--- src/rpb_pkg.sv ---
// Package for the rolling packet buffer: register map, limits, states
package rpb_pkg;
	localparam logic [8:0] ADDR_TX_START = 9'h124;
	localparam logic [8:0] ADDR_RX_START = 9'h125;
	localparam logic [8:0] ADDR_RX_THRESH = 9'h134;
	localparam logic [8:0] ADDR_RX_LENGTH = 9'h135;
	localparam logic [8:0] ADDR_TX_THRESH = 9'h136;
	localparam logic [8:0] ADDR_TX_LENGTH = 9'h137;
	localparam logic [8:0] ADDR_EVT_CTRL = 9'h138;
	localparam logic [8:0] ADDR_STATUS = 9'h139;
	localparam logic [7:0] RESET_START = 8'h20;
	localparam logic [7:0] RESET_LENGTH = 8'h00;
	localparam logic [7:0] RESET_THRESH = 8'h00;
	localparam logic [7:0] RESET_EVT_CTRL = 8'h00;
	localparam logic [7:0] RAM_FIRST_DATA = 8'h20;
	localparam int EVT_AF_EN_BIT = 0;
	localparam int EVT_FULL_EN_BIT = 1;
	localparam int PHR_FCS_BIT = 4;
	localparam logic [1:0] FCS16_BYTES = 2'h2;
	typedef enum logic [1:0] {
		RPB_IDLE = 2'b00,
		RPB_TX = 2'b01,
		RPB_RX = 2'b10,
		RPB_RX_FCS = 2'b11
	} rpb_state_type;
endpackage : rpb_pkg

--- src/rpb_rolling_buffer.sv ---
// Rolling packet buffer pointer control for transmit and receive regions
//
// Functional notes
// RQ1 - Packet data only at RAM 0x20..0xFF; lower 32 bytes reserved.
// RQ2 - Transmit fetch starts at tx start address, length bounds the region.
// RQ3 - Software keeps start plus length within 0xFF, or 0xFD with 16-bit check.
// RQ4 - Transmit almost-full event when sent offset reaches the transmit threshold.
// RQ5 - After last transmit byte, fetch pointer wraps to transmit start.
// RQ6 - Transmit full event when last byte of the region is sent, if enabled.
// RQ7 - Host refills lower part on almost-full, upper part on full.
// RQ8 - Transmit loops until end of frame or return-to-phy-on command.
// RQ9 - Receive stores from rx start address, length bounds the region.
// RQ10 - Receive almost-full event when stored offset reaches the receive threshold.
// RQ11 - After last receive location, write pointer wraps to receive start.
// RQ12 - Receive full event when region completely filled, if enabled.
// RQ13 - Host drains lower part on almost-full, upper part on full.
// RQ14 - Receive stops at end of frame, correct check, or phy-on command.
// RQ15 - Two 16-bit check bytes written straight after last payload, no wrap.
// RQ16 - Software leaves two spare bytes after the receive region.
// RQ17 - Transmit start sits three bytes past receive end when adjacent.
// RQ18 - 32-bit check bytes stored as payload under normal wrapping.
// RQ19 - Transmit threshold recommended near half the region.
// RQ20 - Header bit 4 set selects 16-bit check, clear selects 32-bit.
// RQ21 - Pointer returns to start after start plus length; compares use offsets.
// RQ22 - Almost-full and full events reported only when individually enabled.
`timescale 1ns/1ps
`default_nettype none
module rpb_rolling_buffer (
	input wire logic clock,
	input wire logic rst,
	input wire logic clk_en,
	input wire logic [8:0] reg_addr,
	input wire logic [7:0] reg_wdata,
	input wire logic reg_wr,
	input wire logic reg_rd,
	output logic [7:0] reg_rdata,
	input wire logic tx_start,
	input wire logic tx_byte_done,
	input wire logic tx_eof,
	input wire logic rx_start,
	input wire logic [7:0] rx_phr_low,
	input wire logic rx_byte_valid,
	input wire logic rx_fcs_valid,
	input wire logic rx_eof,
	input wire logic crc_correct,
	input wire logic return_to_phy_on_command,
	output logic [7:0] ram_addr,
	output logic ram_we,
	output logic tx_busy,
	output logic rx_busy,
	output logic region_almost_full_event,
	output logic region_full_event
);
	logic [7:0] tx_region_start_r;
	logic [7:0] rx_region_start_r;
	logic [7:0] tx_almost_full_threshold_r;
	logic [7:0] tx_region_length_r;
	logic [7:0] rx_almost_full_threshold_r;
	logic [7:0] rx_region_length_r;
	logic [7:0] evt_ctrl_r;
	rpb_pkg::rpb_state_type state_r;
	rpb_pkg::rpb_state_type state_nxt;
	logic [7:0] offset_r;
	logic [7:0] offset_nxt;
	logic [7:0] ptr_r;
	logic fcs16_r;
	logic [1:0] fcs_cnt_r;
	logic [7:0] last_addr_r;
	logic step;
	logic stop;
	logic [7:0] cur_start;
	logic [7:0] cur_len;
	logic [7:0] cur_thr;
	logic at_end;
	logic af_hit;
	logic full_hit;

	// Offset wraps to zero after the region's last location
	function automatic logic [7:0] wrap_offset(input logic [7:0] off, input logic [7:0] len);
		wrap_offset = (off >= len) ? 8'h00 : 8'(off + 8'h01);
	endfunction : wrap_offset

	// Packet data must never fall inside the reserved area
	function automatic logic [7:0] clamp_data(input logic [7:0] a);
		clamp_data = (a < rpb_pkg::RAM_FIRST_DATA) ? rpb_pkg::RAM_FIRST_DATA : a; // see RQ1
	endfunction : clamp_data

	always_ff @(posedge clock or posedge rst) begin
		if (rst) begin
			tx_region_start_r <= rpb_pkg::RESET_START;
			rx_region_start_r <= rpb_pkg::RESET_START;
			tx_almost_full_threshold_r <= rpb_pkg::RESET_THRESH;
			tx_region_length_r <= rpb_pkg::RESET_LENGTH;
			rx_almost_full_threshold_r <= rpb_pkg::RESET_THRESH;
			rx_region_length_r <= rpb_pkg::RESET_LENGTH;
			evt_ctrl_r <= rpb_pkg::RESET_EVT_CTRL;
		end else if (clk_en && reg_wr) begin
			case (reg_addr)
				rpb_pkg::ADDR_TX_START: tx_region_start_r <= clamp_data(reg_wdata);
				rpb_pkg::ADDR_RX_START: rx_region_start_r <= clamp_data(reg_wdata);
				rpb_pkg::ADDR_TX_THRESH: tx_almost_full_threshold_r <= reg_wdata;
				rpb_pkg::ADDR_TX_LENGTH: tx_region_length_r <= reg_wdata;
				rpb_pkg::ADDR_RX_THRESH: rx_almost_full_threshold_r <= reg_wdata;
				rpb_pkg::ADDR_RX_LENGTH: rx_region_length_r <= reg_wdata;
				rpb_pkg::ADDR_EVT_CTRL: evt_ctrl_r <= reg_wdata;
				default: begin
				end
			endcase
		end
	end

	always_ff @(posedge clock or posedge rst) begin
		if (rst) begin
			reg_rdata <= 8'h00;
		end else if (clk_en) begin
			if (reg_rd) begin
				case (reg_addr)
					rpb_pkg::ADDR_TX_START: reg_rdata <= tx_region_start_r;
					rpb_pkg::ADDR_RX_START: reg_rdata <= rx_region_start_r;
					rpb_pkg::ADDR_TX_THRESH: reg_rdata <= tx_almost_full_threshold_r;
					rpb_pkg::ADDR_TX_LENGTH: reg_rdata <= tx_region_length_r;
					rpb_pkg::ADDR_RX_THRESH: reg_rdata <= rx_almost_full_threshold_r;
					rpb_pkg::ADDR_RX_LENGTH: reg_rdata <= rx_region_length_r;
					rpb_pkg::ADDR_EVT_CTRL: reg_rdata <= evt_ctrl_r;
					rpb_pkg::ADDR_STATUS: reg_rdata <= {5'h00, fcs16_r, state_r};
					default: reg_rdata <= 8'h00;
				endcase
			end else begin
				reg_rdata <= 8'h00;
			end
		end
	end

	always_comb begin
		cur_start = (state_r == rpb_pkg::RPB_TX) ? tx_region_start_r : rx_region_start_r;
		cur_len = (state_r == rpb_pkg::RPB_TX) ? tx_region_length_r : rx_region_length_r;
		cur_thr = (state_r == rpb_pkg::RPB_TX) ? tx_almost_full_threshold_r : rx_almost_full_threshold_r;
		step = (state_r == rpb_pkg::RPB_TX) ? tx_byte_done : (state_r == rpb_pkg::RPB_RX) && rx_byte_valid;
		at_end = (offset_r == cur_len); // see RQ21
		af_hit = step && (offset_r == cur_thr); // see RQ4, RQ10
		full_hit = step && at_end; // see RQ6, RQ12
		offset_nxt = wrap_offset(offset_r, cur_len); // see RQ5, RQ11
	end

	// Frame ends: transmit on its own end, receive also on correct check
	always_comb begin
		stop = return_to_phy_on_command; // see RQ8, RQ14
		case (state_r)
			rpb_pkg::RPB_TX: stop = stop || tx_eof; // see RQ8
			rpb_pkg::RPB_RX: stop = stop || rx_eof || crc_correct; // see RQ14
			rpb_pkg::RPB_RX_FCS: stop = stop || rx_eof || crc_correct;
			default: stop = stop;
		endcase
	end

	always_comb begin
		state_nxt = state_r;
		case (state_r)
			rpb_pkg::RPB_IDLE: begin
				if (tx_start) begin
					state_nxt = rpb_pkg::RPB_TX;
				end else if (rx_start) begin
					state_nxt = rpb_pkg::RPB_RX;
				end
			end
			rpb_pkg::RPB_TX: if (stop) state_nxt = rpb_pkg::RPB_IDLE;
			rpb_pkg::RPB_RX: begin
				if (stop) begin
					state_nxt = rpb_pkg::RPB_IDLE;
				end else if (rx_fcs_valid && fcs16_r) begin
					state_nxt = rpb_pkg::RPB_RX_FCS; // see RQ15
				end
			end
			rpb_pkg::RPB_RX_FCS: begin
				if (stop || (rx_fcs_valid && fcs_cnt_r == rpb_pkg::FCS16_BYTES - 2'h1)) begin
					state_nxt = rpb_pkg::RPB_IDLE;
				end
			end
			default: state_nxt = rpb_pkg::RPB_IDLE;
		endcase
	end

	always_ff @(posedge clock or posedge rst) begin
		if (rst) begin
			state_r <= rpb_pkg::RPB_IDLE;
		end else if (clk_en) begin
			state_r <= state_nxt;
		end
	end

	// Check length is latched from the header when reception begins
	always_ff @(posedge clock or posedge rst) begin
		if (rst) begin
			fcs16_r <= 1'b0;
		end else if (clk_en && state_r == rpb_pkg::RPB_IDLE && rx_start && !tx_start) begin
			fcs16_r <= rx_phr_low[rpb_pkg::PHR_FCS_BIT]; // see RQ20
		end
	end

	// Last stored payload address: the 16-bit check bytes follow it even after the region has wrapped
	always_ff @(posedge clock or posedge rst) begin
		if (rst) begin
			last_addr_r <= rpb_pkg::RAM_FIRST_DATA;
		end else if (clk_en) begin
			if (state_r == rpb_pkg::RPB_IDLE) begin
				last_addr_r <= 8'(rx_region_start_r - 8'h01);
			end else if (state_r == rpb_pkg::RPB_RX && step) begin
				last_addr_r <= ptr_r; // see RQ15
			end
		end
	end

	// With the 32-bit check, check bytes arrive as ordinary payload bytes
	always_ff @(posedge clock or posedge rst) begin
		if (rst) begin
			offset_r <= 8'h00;
			ptr_r <= rpb_pkg::RAM_FIRST_DATA;
			fcs_cnt_r <= 2'h0;
		end else if (clk_en) begin
			if (state_r == rpb_pkg::RPB_IDLE) begin
				offset_r <= 8'h00;
				fcs_cnt_r <= 2'h0;
				ptr_r <= tx_start ? tx_region_start_r : rx_region_start_r; // see RQ2, RQ9
			end else if (state_r == rpb_pkg::RPB_RX_FCS) begin
				if (rx_fcs_valid) begin
					ptr_r <= 8'(ptr_r + 8'h01); // see RQ15
					fcs_cnt_r <= 2'(fcs_cnt_r + 2'h1);
				end
			end else if (state_r == rpb_pkg::RPB_RX && rx_fcs_valid && fcs16_r) begin
				ptr_r <= 8'(last_addr_r + 8'h01); // see RQ15
			end else if (step) begin
				offset_r <= offset_nxt; // see RQ18, RQ21
				ptr_r <= 8'(cur_start + offset_nxt);
			end
		end
	end

	always_ff @(posedge clock or posedge rst) begin
		if (rst) begin
			region_almost_full_event <= 1'b0;
			region_full_event <= 1'b0;
		end else if (clk_en) begin
			region_almost_full_event <= af_hit && evt_ctrl_r[rpb_pkg::EVT_AF_EN_BIT]; // see RQ22
			region_full_event <= full_hit && evt_ctrl_r[rpb_pkg::EVT_FULL_EN_BIT]; // see RQ22
		end
	end

	always_comb begin
		ram_addr = ptr_r;
		ram_we = (state_r == rpb_pkg::RPB_RX && rx_byte_valid) || (state_r == rpb_pkg::RPB_RX_FCS && rx_fcs_valid);
		tx_busy = (state_r == rpb_pkg::RPB_TX);
		rx_busy = (state_r == rpb_pkg::RPB_RX) || (state_r == rpb_pkg::RPB_RX_FCS);
	end
endmodule : rpb_rolling_buffer
`default_nettype wire

--- config.mk ---
export PLATFORM = sky130hd
export DESIGN_NAME = rpb_rolling_buffer
export DESIGN_NICKNAME = d
export VERILOG_FILES = /design/src/rpb_pkg.sv /design/src/rpb_rolling_buffer.sv
export SDC_FILE = /design/constraint.sdc
export NUM_CORES = 1
export LEC_CHECK = 0
export ABC_AREA = 1
export BUFFER_PORTS_ARGS = -buffer_cell sky130_fd_sc_hd__buf_4
export CAP_MARGIN = 5
export CORE_ASPECT_RATIO = 0.9
export CORE_UTILIZATION = 58
export DETAILED_ROUTE_END_ITERATION = 8
export GPL_TIMING_DRIVEN = 0
export HOLD_SLACK_MARGIN = 0.08
export PLACE_DENSITY = 0.78
export SLEW_MARGIN = 10
export SYNTH_ARGS = -nofsm -noshare
export SYNTH_HDL_FRONTEND = slang
export SYNTH_SLANG_ARGS = --single-unit
--- constraint.sdc ---
create_clock -name clock -period 11.85 [get_ports clock]
set_input_delay 1.185 -clock clock [delete_from_list [all_inputs] [get_ports clock]]
set_output_delay 1.185 -clock clock [all_outputs]
set_load 0.02 [all_outputs]
After elaboration in Yosys (flattened, before gate mapping)
Index checks and enable logic that the tools add are counted.
{"block": "op_classes", "mux": 31, "shift": 0, "reduce_logical": 41, "n_bitwise": 0, "div_mod_pow": 0, "multipliers": 0, "eq_ne": 21, "n_lt_le_gt_ge": 2, "n_addsub": 6}
{"cell": "8-bit two-way mux", "count": 18}
{"cell": "9-bit == test (second input constant)", "count": 8}
{"cell": "8-bit one-hot mux with 8 select lines", "count": 1}
{"cell": "8-bit by 1-bit adder with 8-bit output (second input constant)", "count": 3}
{"cell": "2-bit two-way mux", "count": 9}
{"cell": "8-bit == test", "count": 2}
{"cell": "2-bit AND reduction", "count": 8}
{"cell": "1-bit logical AND", "count": 15}
{"cell": "3-bit != test (second input constant)", "count": 3}
{"cell": "8-bit adder", "count": 1}
{"cell": "8-bit greater-or-equal comparator", "count": 1}
{"cell": "8-bit by 6-bit less-than comparator with 1-bit output (second input constant)", "count": 1}
{"cell": "2-bit one-hot mux with 4 select lines", "count": 1}
{"cell": "2-bit nonzero test", "count": 4}
{"cell": "8-bit by 1-bit subtractor with 8-bit output (second input constant)", "count": 1}
{"cell": "1-bit logical OR", "count": 6}
{"cell": "2-bit != test (second input constant)", "count": 3}
{"cell": "3-bit AND reduction", "count": 2}
{"cell": "5-bit AND reduction", "count": 1}
{"cell": "2-bit by 1-bit == test with 1-bit output (second input constant)", "count": 2}
{"cell": "2-bit == test (second input constant)", "count": 2}
{"cell": "4-bit AND reduction", "count": 1}
{"cell": "4-bit nonzero test", "count": 1}
{"cell": "2-bit by 1-bit adder with 2-bit output (second input constant)", "count": 1}
{"cell": "6 further kinds", "count": 6}
{"block": "totals", "n_memories": 0, "in_bits": 39, "latchBits": 0, "ramBits": 0, "rom_bits": 0, "output_inout_bits": 21, "regBits": 95, "word_cells": 117}

Logic depth before layout (Yosys ltp)
{"block": "logic_depth", "depth_word": 9, "ltp_mapped": 31, "mapped_depth_nobuf": 28}

Worst setup path before layout
Ideal clock, no wire load.
{"block": "synth_timing", "path_type": "register to register", "start": "register state_r[1]", "end": "register ptr_r[6] (netlist: ram_addr[6])", "n_path_buf": 3, "path_slack_ns": 7.945, "arrival_ns": 3.827, "setup_time_ns": 0.077, "period_less_slack_ns": 3.905, "stages_incl_launch_ff": 26, "required_time_ns": 11.773, "path_cell_list": "dfrtp_1 inv_1 ha_1 clkbuf_1 clkbuf_1 clkbuf_1 o21ai_0 ha_1 nand4_1 nor2_1 nor2_1 nand2_1 nor2_1 ha_1 inv_1 fa_1 nor2_1 nor2_1 nor2_1 o21a_1 nor2_1 nand2_1 nand2_1 o21ai_0 nand3_1 a21oi_1"}
{"block": "synth_via", "elab_chain_len": 9, "word_cells_on_any_way": 20, "classes_between": "add/sub: 1; order compare: 1; eq/ne: 4; mux: 8; reduce/logical: 6"}
{"element": "from (decl)", "line": "rpb_rolling_buffer.sv:61", "text": "rpb_pkg::rpb_state_type state_r;"}
{"element": "from (signal assigned)", "line": "rpb_rolling_buffer.sv:185", "text": "state_r <= rpb_pkg::RPB_IDLE;"}
{"element": "from (signal assigned)", "line": "rpb_rolling_buffer.sv:187", "text": "state_r <= state_nxt;"}
{"element": "2-bit by 1-bit == test with 1-bit output", "line": "rpb_rolling_buffer.sv:135, rpb_rolling_buffer.sv:136, rpb_rolling_buffer.sv:138"}
{"element": "8-bit two-way mux", "line": "rpb_rolling_buffer.sv:136", "text": "cur_len = (state_r == rpb_pkg::RPB_TX) ? tx_region_length_r : rx_region_length_r;"}
{"element": "8-bit greater-or-equal comparator", "line": "rpb_rolling_buffer.sv:80", "text": "wrap_offset = (off >= len) ? 8'h00 : 8'(off + 8'h01);"}
{"element": "8-bit two-way mux", "line": "rpb_rolling_buffer.sv:80"}
{"element": "8-bit adder", "line": "rpb_rolling_buffer.sv:233", "text": "ptr_r <= 8'(cur_start + offset_nxt);"}
{"element": "8-bit two-way mux", "line": "rpb_rolling_buffer.sv:231", "text": "end else if (step) begin"}
{"element": "8-bit two-way mux", "line": "rpb_rolling_buffer.sv:229", "text": "end else if (state_r == rpb_pkg::RPB_RX && rx_fcs_valid && fcs16_r) begin"}
{"element": "8-bit two-way mux", "line": "rpb_rolling_buffer.sv:224", "text": "end else if (state_r == rpb_pkg::RPB_RX_FCS) begin"}
{"element": "8-bit two-way mux", "line": "rpb_rolling_buffer.sv:220", "text": "if (state_r == rpb_pkg::RPB_IDLE) begin"}
{"element": "to (signal assigned)", "line": "rpb_rolling_buffer.sv:226", "text": "ptr_r <= 8'(ptr_r + 8'h01);"}
{"element": "to (signal assigned)", "line": "rpb_rolling_buffer.sv:230", "text": "ptr_r <= 8'(last_addr_r + 8'h01);"}
{"element": "to (signal assigned)", "line": "rpb_rolling_buffer.sv:233"}
{"element": "to (decl)", "line": "rpb_rolling_buffer.sv:65", "text": "logic [7:0] ptr_r;"}
Parallel ways exist; a longest one is shown, timed or not. The select of a mux whose other input is x is not followed.
A chain may end at the register's enable or synchronous reset.

Worst setup path in the final report
Ends and elaborated chain as after synthesis.

==> impl_metrics.ini <==
[placed_design]
dp_slack_ps = 6790
io_buffers = 52
place.gp.congestion = 0.922
hpwl_um = 14700

[final_layout]
area_growth_pct = 15.0
nNetsFinal = 932
fill_cells = 867
diodes = 0
layout-drive-gt1-share_pct = 13.9

[synthesis]
synth.avg_cell_area_um2 = 7.56
yosysUniqueCellTypes = 49
synth_area_leader_cell = dfrtp_1
syn-cell-area_mm2 = 0.00607
synth_fp_nets = 868
yosysWarnings = 0
synth_area_leaders = dfrtp_1 38%, nand2_1 12%, o21ai_0 9.4%
ys_async_sr_fraction_pct = 100
synth_edf_count = 0
synth_seq_area_share_pct = 39.3
synth-main-ff-cell = dfrtp_1
synth_top_area_share_pct = 37.5
post_synth_inst_count = 802
ys_seq_elements = 95

[critical_path]
worst_setup_path_start_kind = register
startpoint = state_r[1]
timing.rr.start = state_r[1]
regToRegEndpoint = ram_addr[6]
cp_data_arrival_time_ps = 5570
worstSetupPathType = reg -> reg
cp_max_fo = 10
reg2reg_depth = 25
crit_end = ram_addr[6]
critPathRequiredTime_ps = 12130
reg2reg_setup_slack_ps = 6560
cp-end-kind = register

[detailed_routing]
wl_um = 18700
dr.first_iter.drc_count = 641
drtAntennaViolNets = 0
drc_errors = 0
vias = 5864
wl_per_cell_um = 18.7
detail_route.vias_per_cell = 5.86
drt_pass1_iterations = 5

[sta]
tns_ps = 0
setup_slack_ps = 6560
max_slew_margin_pct = 52.5
drv_slew = 0
fmax_ghz = 0.189
rsz0062_at_grt = false
setup_viol = 0
tightestPinTransition_ps = 707
min_period_ps = 5290
clock_skew_ps = 9.39
hold_viol = 0
finalCritPeriodShare_pct = 44.6

[run_status]
status = finished, final reports clean

[clock_tree]
clock-root-buffer = clkbuf_16
cts_hold_buf = 0
post_cts_buffers = 0
insertion_delay_ps = 360
cts_sinks = 95
h-tree-depth = 3
cts.clk_slew.worst_paths_ps = 80
cts_made_buffers = 9
tritoncts = yes
post_cts_resize_count = 0
clk_path_buf_depth = 2

[global_routing]
grt_pass1_vias = 5603
grt_max_degree = 69
grt-ovfl-total = 0
grt_pass1_wl_um = 29600
antenna_found_initial = 0
grt_util_all_layers_pct = 36.9

[die]
dieArea_mm2 = 0.0109
start_util_pct = 59.5
die_w_um = 110
io_pins = 60
die_h_um = 99.0
core_mm2 = 0.0102
fp-row-count = 35

[power_and_ir_drop]
ir_worst_vdd_uv = 166
powerDensity_mw_per_mm2 = 208
leakage_nw = 3.33
power_mw = 1.45

[job]
cap_violations = 0

[min_path]
min-delay-path-class = reg -> reg
flip-flops by register name, summed over array words and instances, names as in the netlist, 8 cells and up:
| name | cells |
|---|---|
| tx_region_start_r | 8 |
| offset_r | 8 |
| reg_rdata | 8 |
| tx_almost_full_threshold_r | 8 |
| ram_addr | 8 |
| rx_region_start_r | 8 |
| evt_ctrl_r | 8 |
| last_addr_r | 8 |
| rx_region_length_r | 8 |
| rx_almost_full_threshold_r | 8 |
| tx_region_length_r | 8 |
cell usage in the layout (no fill, tap or decap), types with 15 or more instances in the layout:
cell     count
ha_1        26
o21ai_0    114
xor2_1      18
dfrtp_1     91
a21oi_1     21
nand2_1    202
inv_1      103
o22ai_1     15
nor2_1      58
buf_4       56
nand3_1     23
power by group:
group	switching [mW]	total (mW)	internal, mW	leakage, nW
registers	0.0637	0.442	0.379	1.27
logic	0.455	0.694	0.239	1.90
clock network	0.146	0.317	0.171	0.158
total	0.665	1.45	0.789	3.33
worst max-delay path, stage by stage (launching register included):
cell      delay, ps
dfrtp_1         420
inv_1           160
ha_1            210
clkbuf_1        310
clkbuf_1        390
clkbuf_1        430
o21ai_0         220
ha_1            320
nand4_1         140
nor2_1           80
nor2_1          190
nand2_1         170
nor2_1          260
ha_1            220
inv_1            50
fa_1            410
nor2_1          120
nor2_1           60
nor2_1          140
o21a_1          130
nor2_1           50
nand2_1          50
nand2_1          40
o21ai_0         280
nand3_1         180
a21oi_1         160
stage by stage:
step                util, %  area, um^2  hold WS (ps)  std cells
global route           68.4        6970           517       1000
CTS                    68.4        6970           493       1000
detailed placement     65.2        6650           472        984
finish                 68.4        6970           490       1000
floorplan                 -        6070           453        802
global placement       64.9        6620           467        983
worst min-delay path by stage:
stage / slack, ps / cells past startpoint / to / startpoint
6_report: 490 / 1 / fcs_cnt_r[0] / fcs_cnt_r[0]
5_1_grt: 520 / 2 / tx_region_start_r[7] / tx_region_start_r[7]
4_1_cts: 490 / 1 / fcs_cnt_r[0] / fcs_cnt_r[0]
3_5_place_dp: 470 / 2 / evt_ctrl_r[5] / evt_ctrl_r[5]
3_3_place_gp: 470 / 1 / fcs_cnt_r[0] / fcs_cnt_r[0]
2_1_floorplan: 450 / 2 / rx_almost_full_threshold_r[2] / rx_almost_full_threshold_r[2]
layout make-up:
class / count / area, um^2 / area share [%]
multi-input combinational: 574 / 3120 / 44.8
sequential: 95 / 2380 / 34.2
inverter: 112 / 423 / 6.06
timing repair buffer: 53 / 418 / 5.99
clock buffer: 9 / 225 / 3.23
tap: 129 / 161 / 2.31
buffer: 21 / 141 / 2.03
clock inverter: 7 / 100 / 1.44
routing by layer:
metal  part of all wire (%)  GRT usage, %  up-vias
met5                      0             0        -
met4                    1.8          11.4        0
met3                    7.3          7.14       36
met2                     46          56.8      216
met1                     45          52.4     2819
li1                       -             -     2793
cell families after synthesis:
family | share of synthesized area (%)
AOI/OAI and AO/OA | 19.9
muxes | 0.660
and+or+nand+nor | 22.4
adders and majority gates | 5.69
buffers and inverters | 9.26
DFF | 39.3
xor gates and xnor gates | 2.89
Yosys cell counts, types with 2 or more instances:
library cell,n
nor3_1,11
xor2_1,18
xnor2_1,2
buf_4,4
inv_1,104
inv_2,8
o21ai_1,3
nor3_2,3
nor2_1,58
nand2_1,202
nand2_2,5
a21oi_1,21
o211ai_1,9
dfstp_2,4
clkbuf_1,8
ha_1,26
o221ai_1,5
nand4_1,5
a22oi_1,3
o21ai_0,114
o22ai_1,15
a211oi_1,2
nand3_1,23
nor3b_1,2
a221oi_1,7
or2_2,2
clkbuf_8,2
nor3_4,2
nor2_2,3
buf_2,4
mux2i_1,4
dfrtp_1,91
a31oi_1,6
buf_6,3
o21ai_2,8
o41ai_1,2
Note: power is estimated with default switching activity, not from simulation.
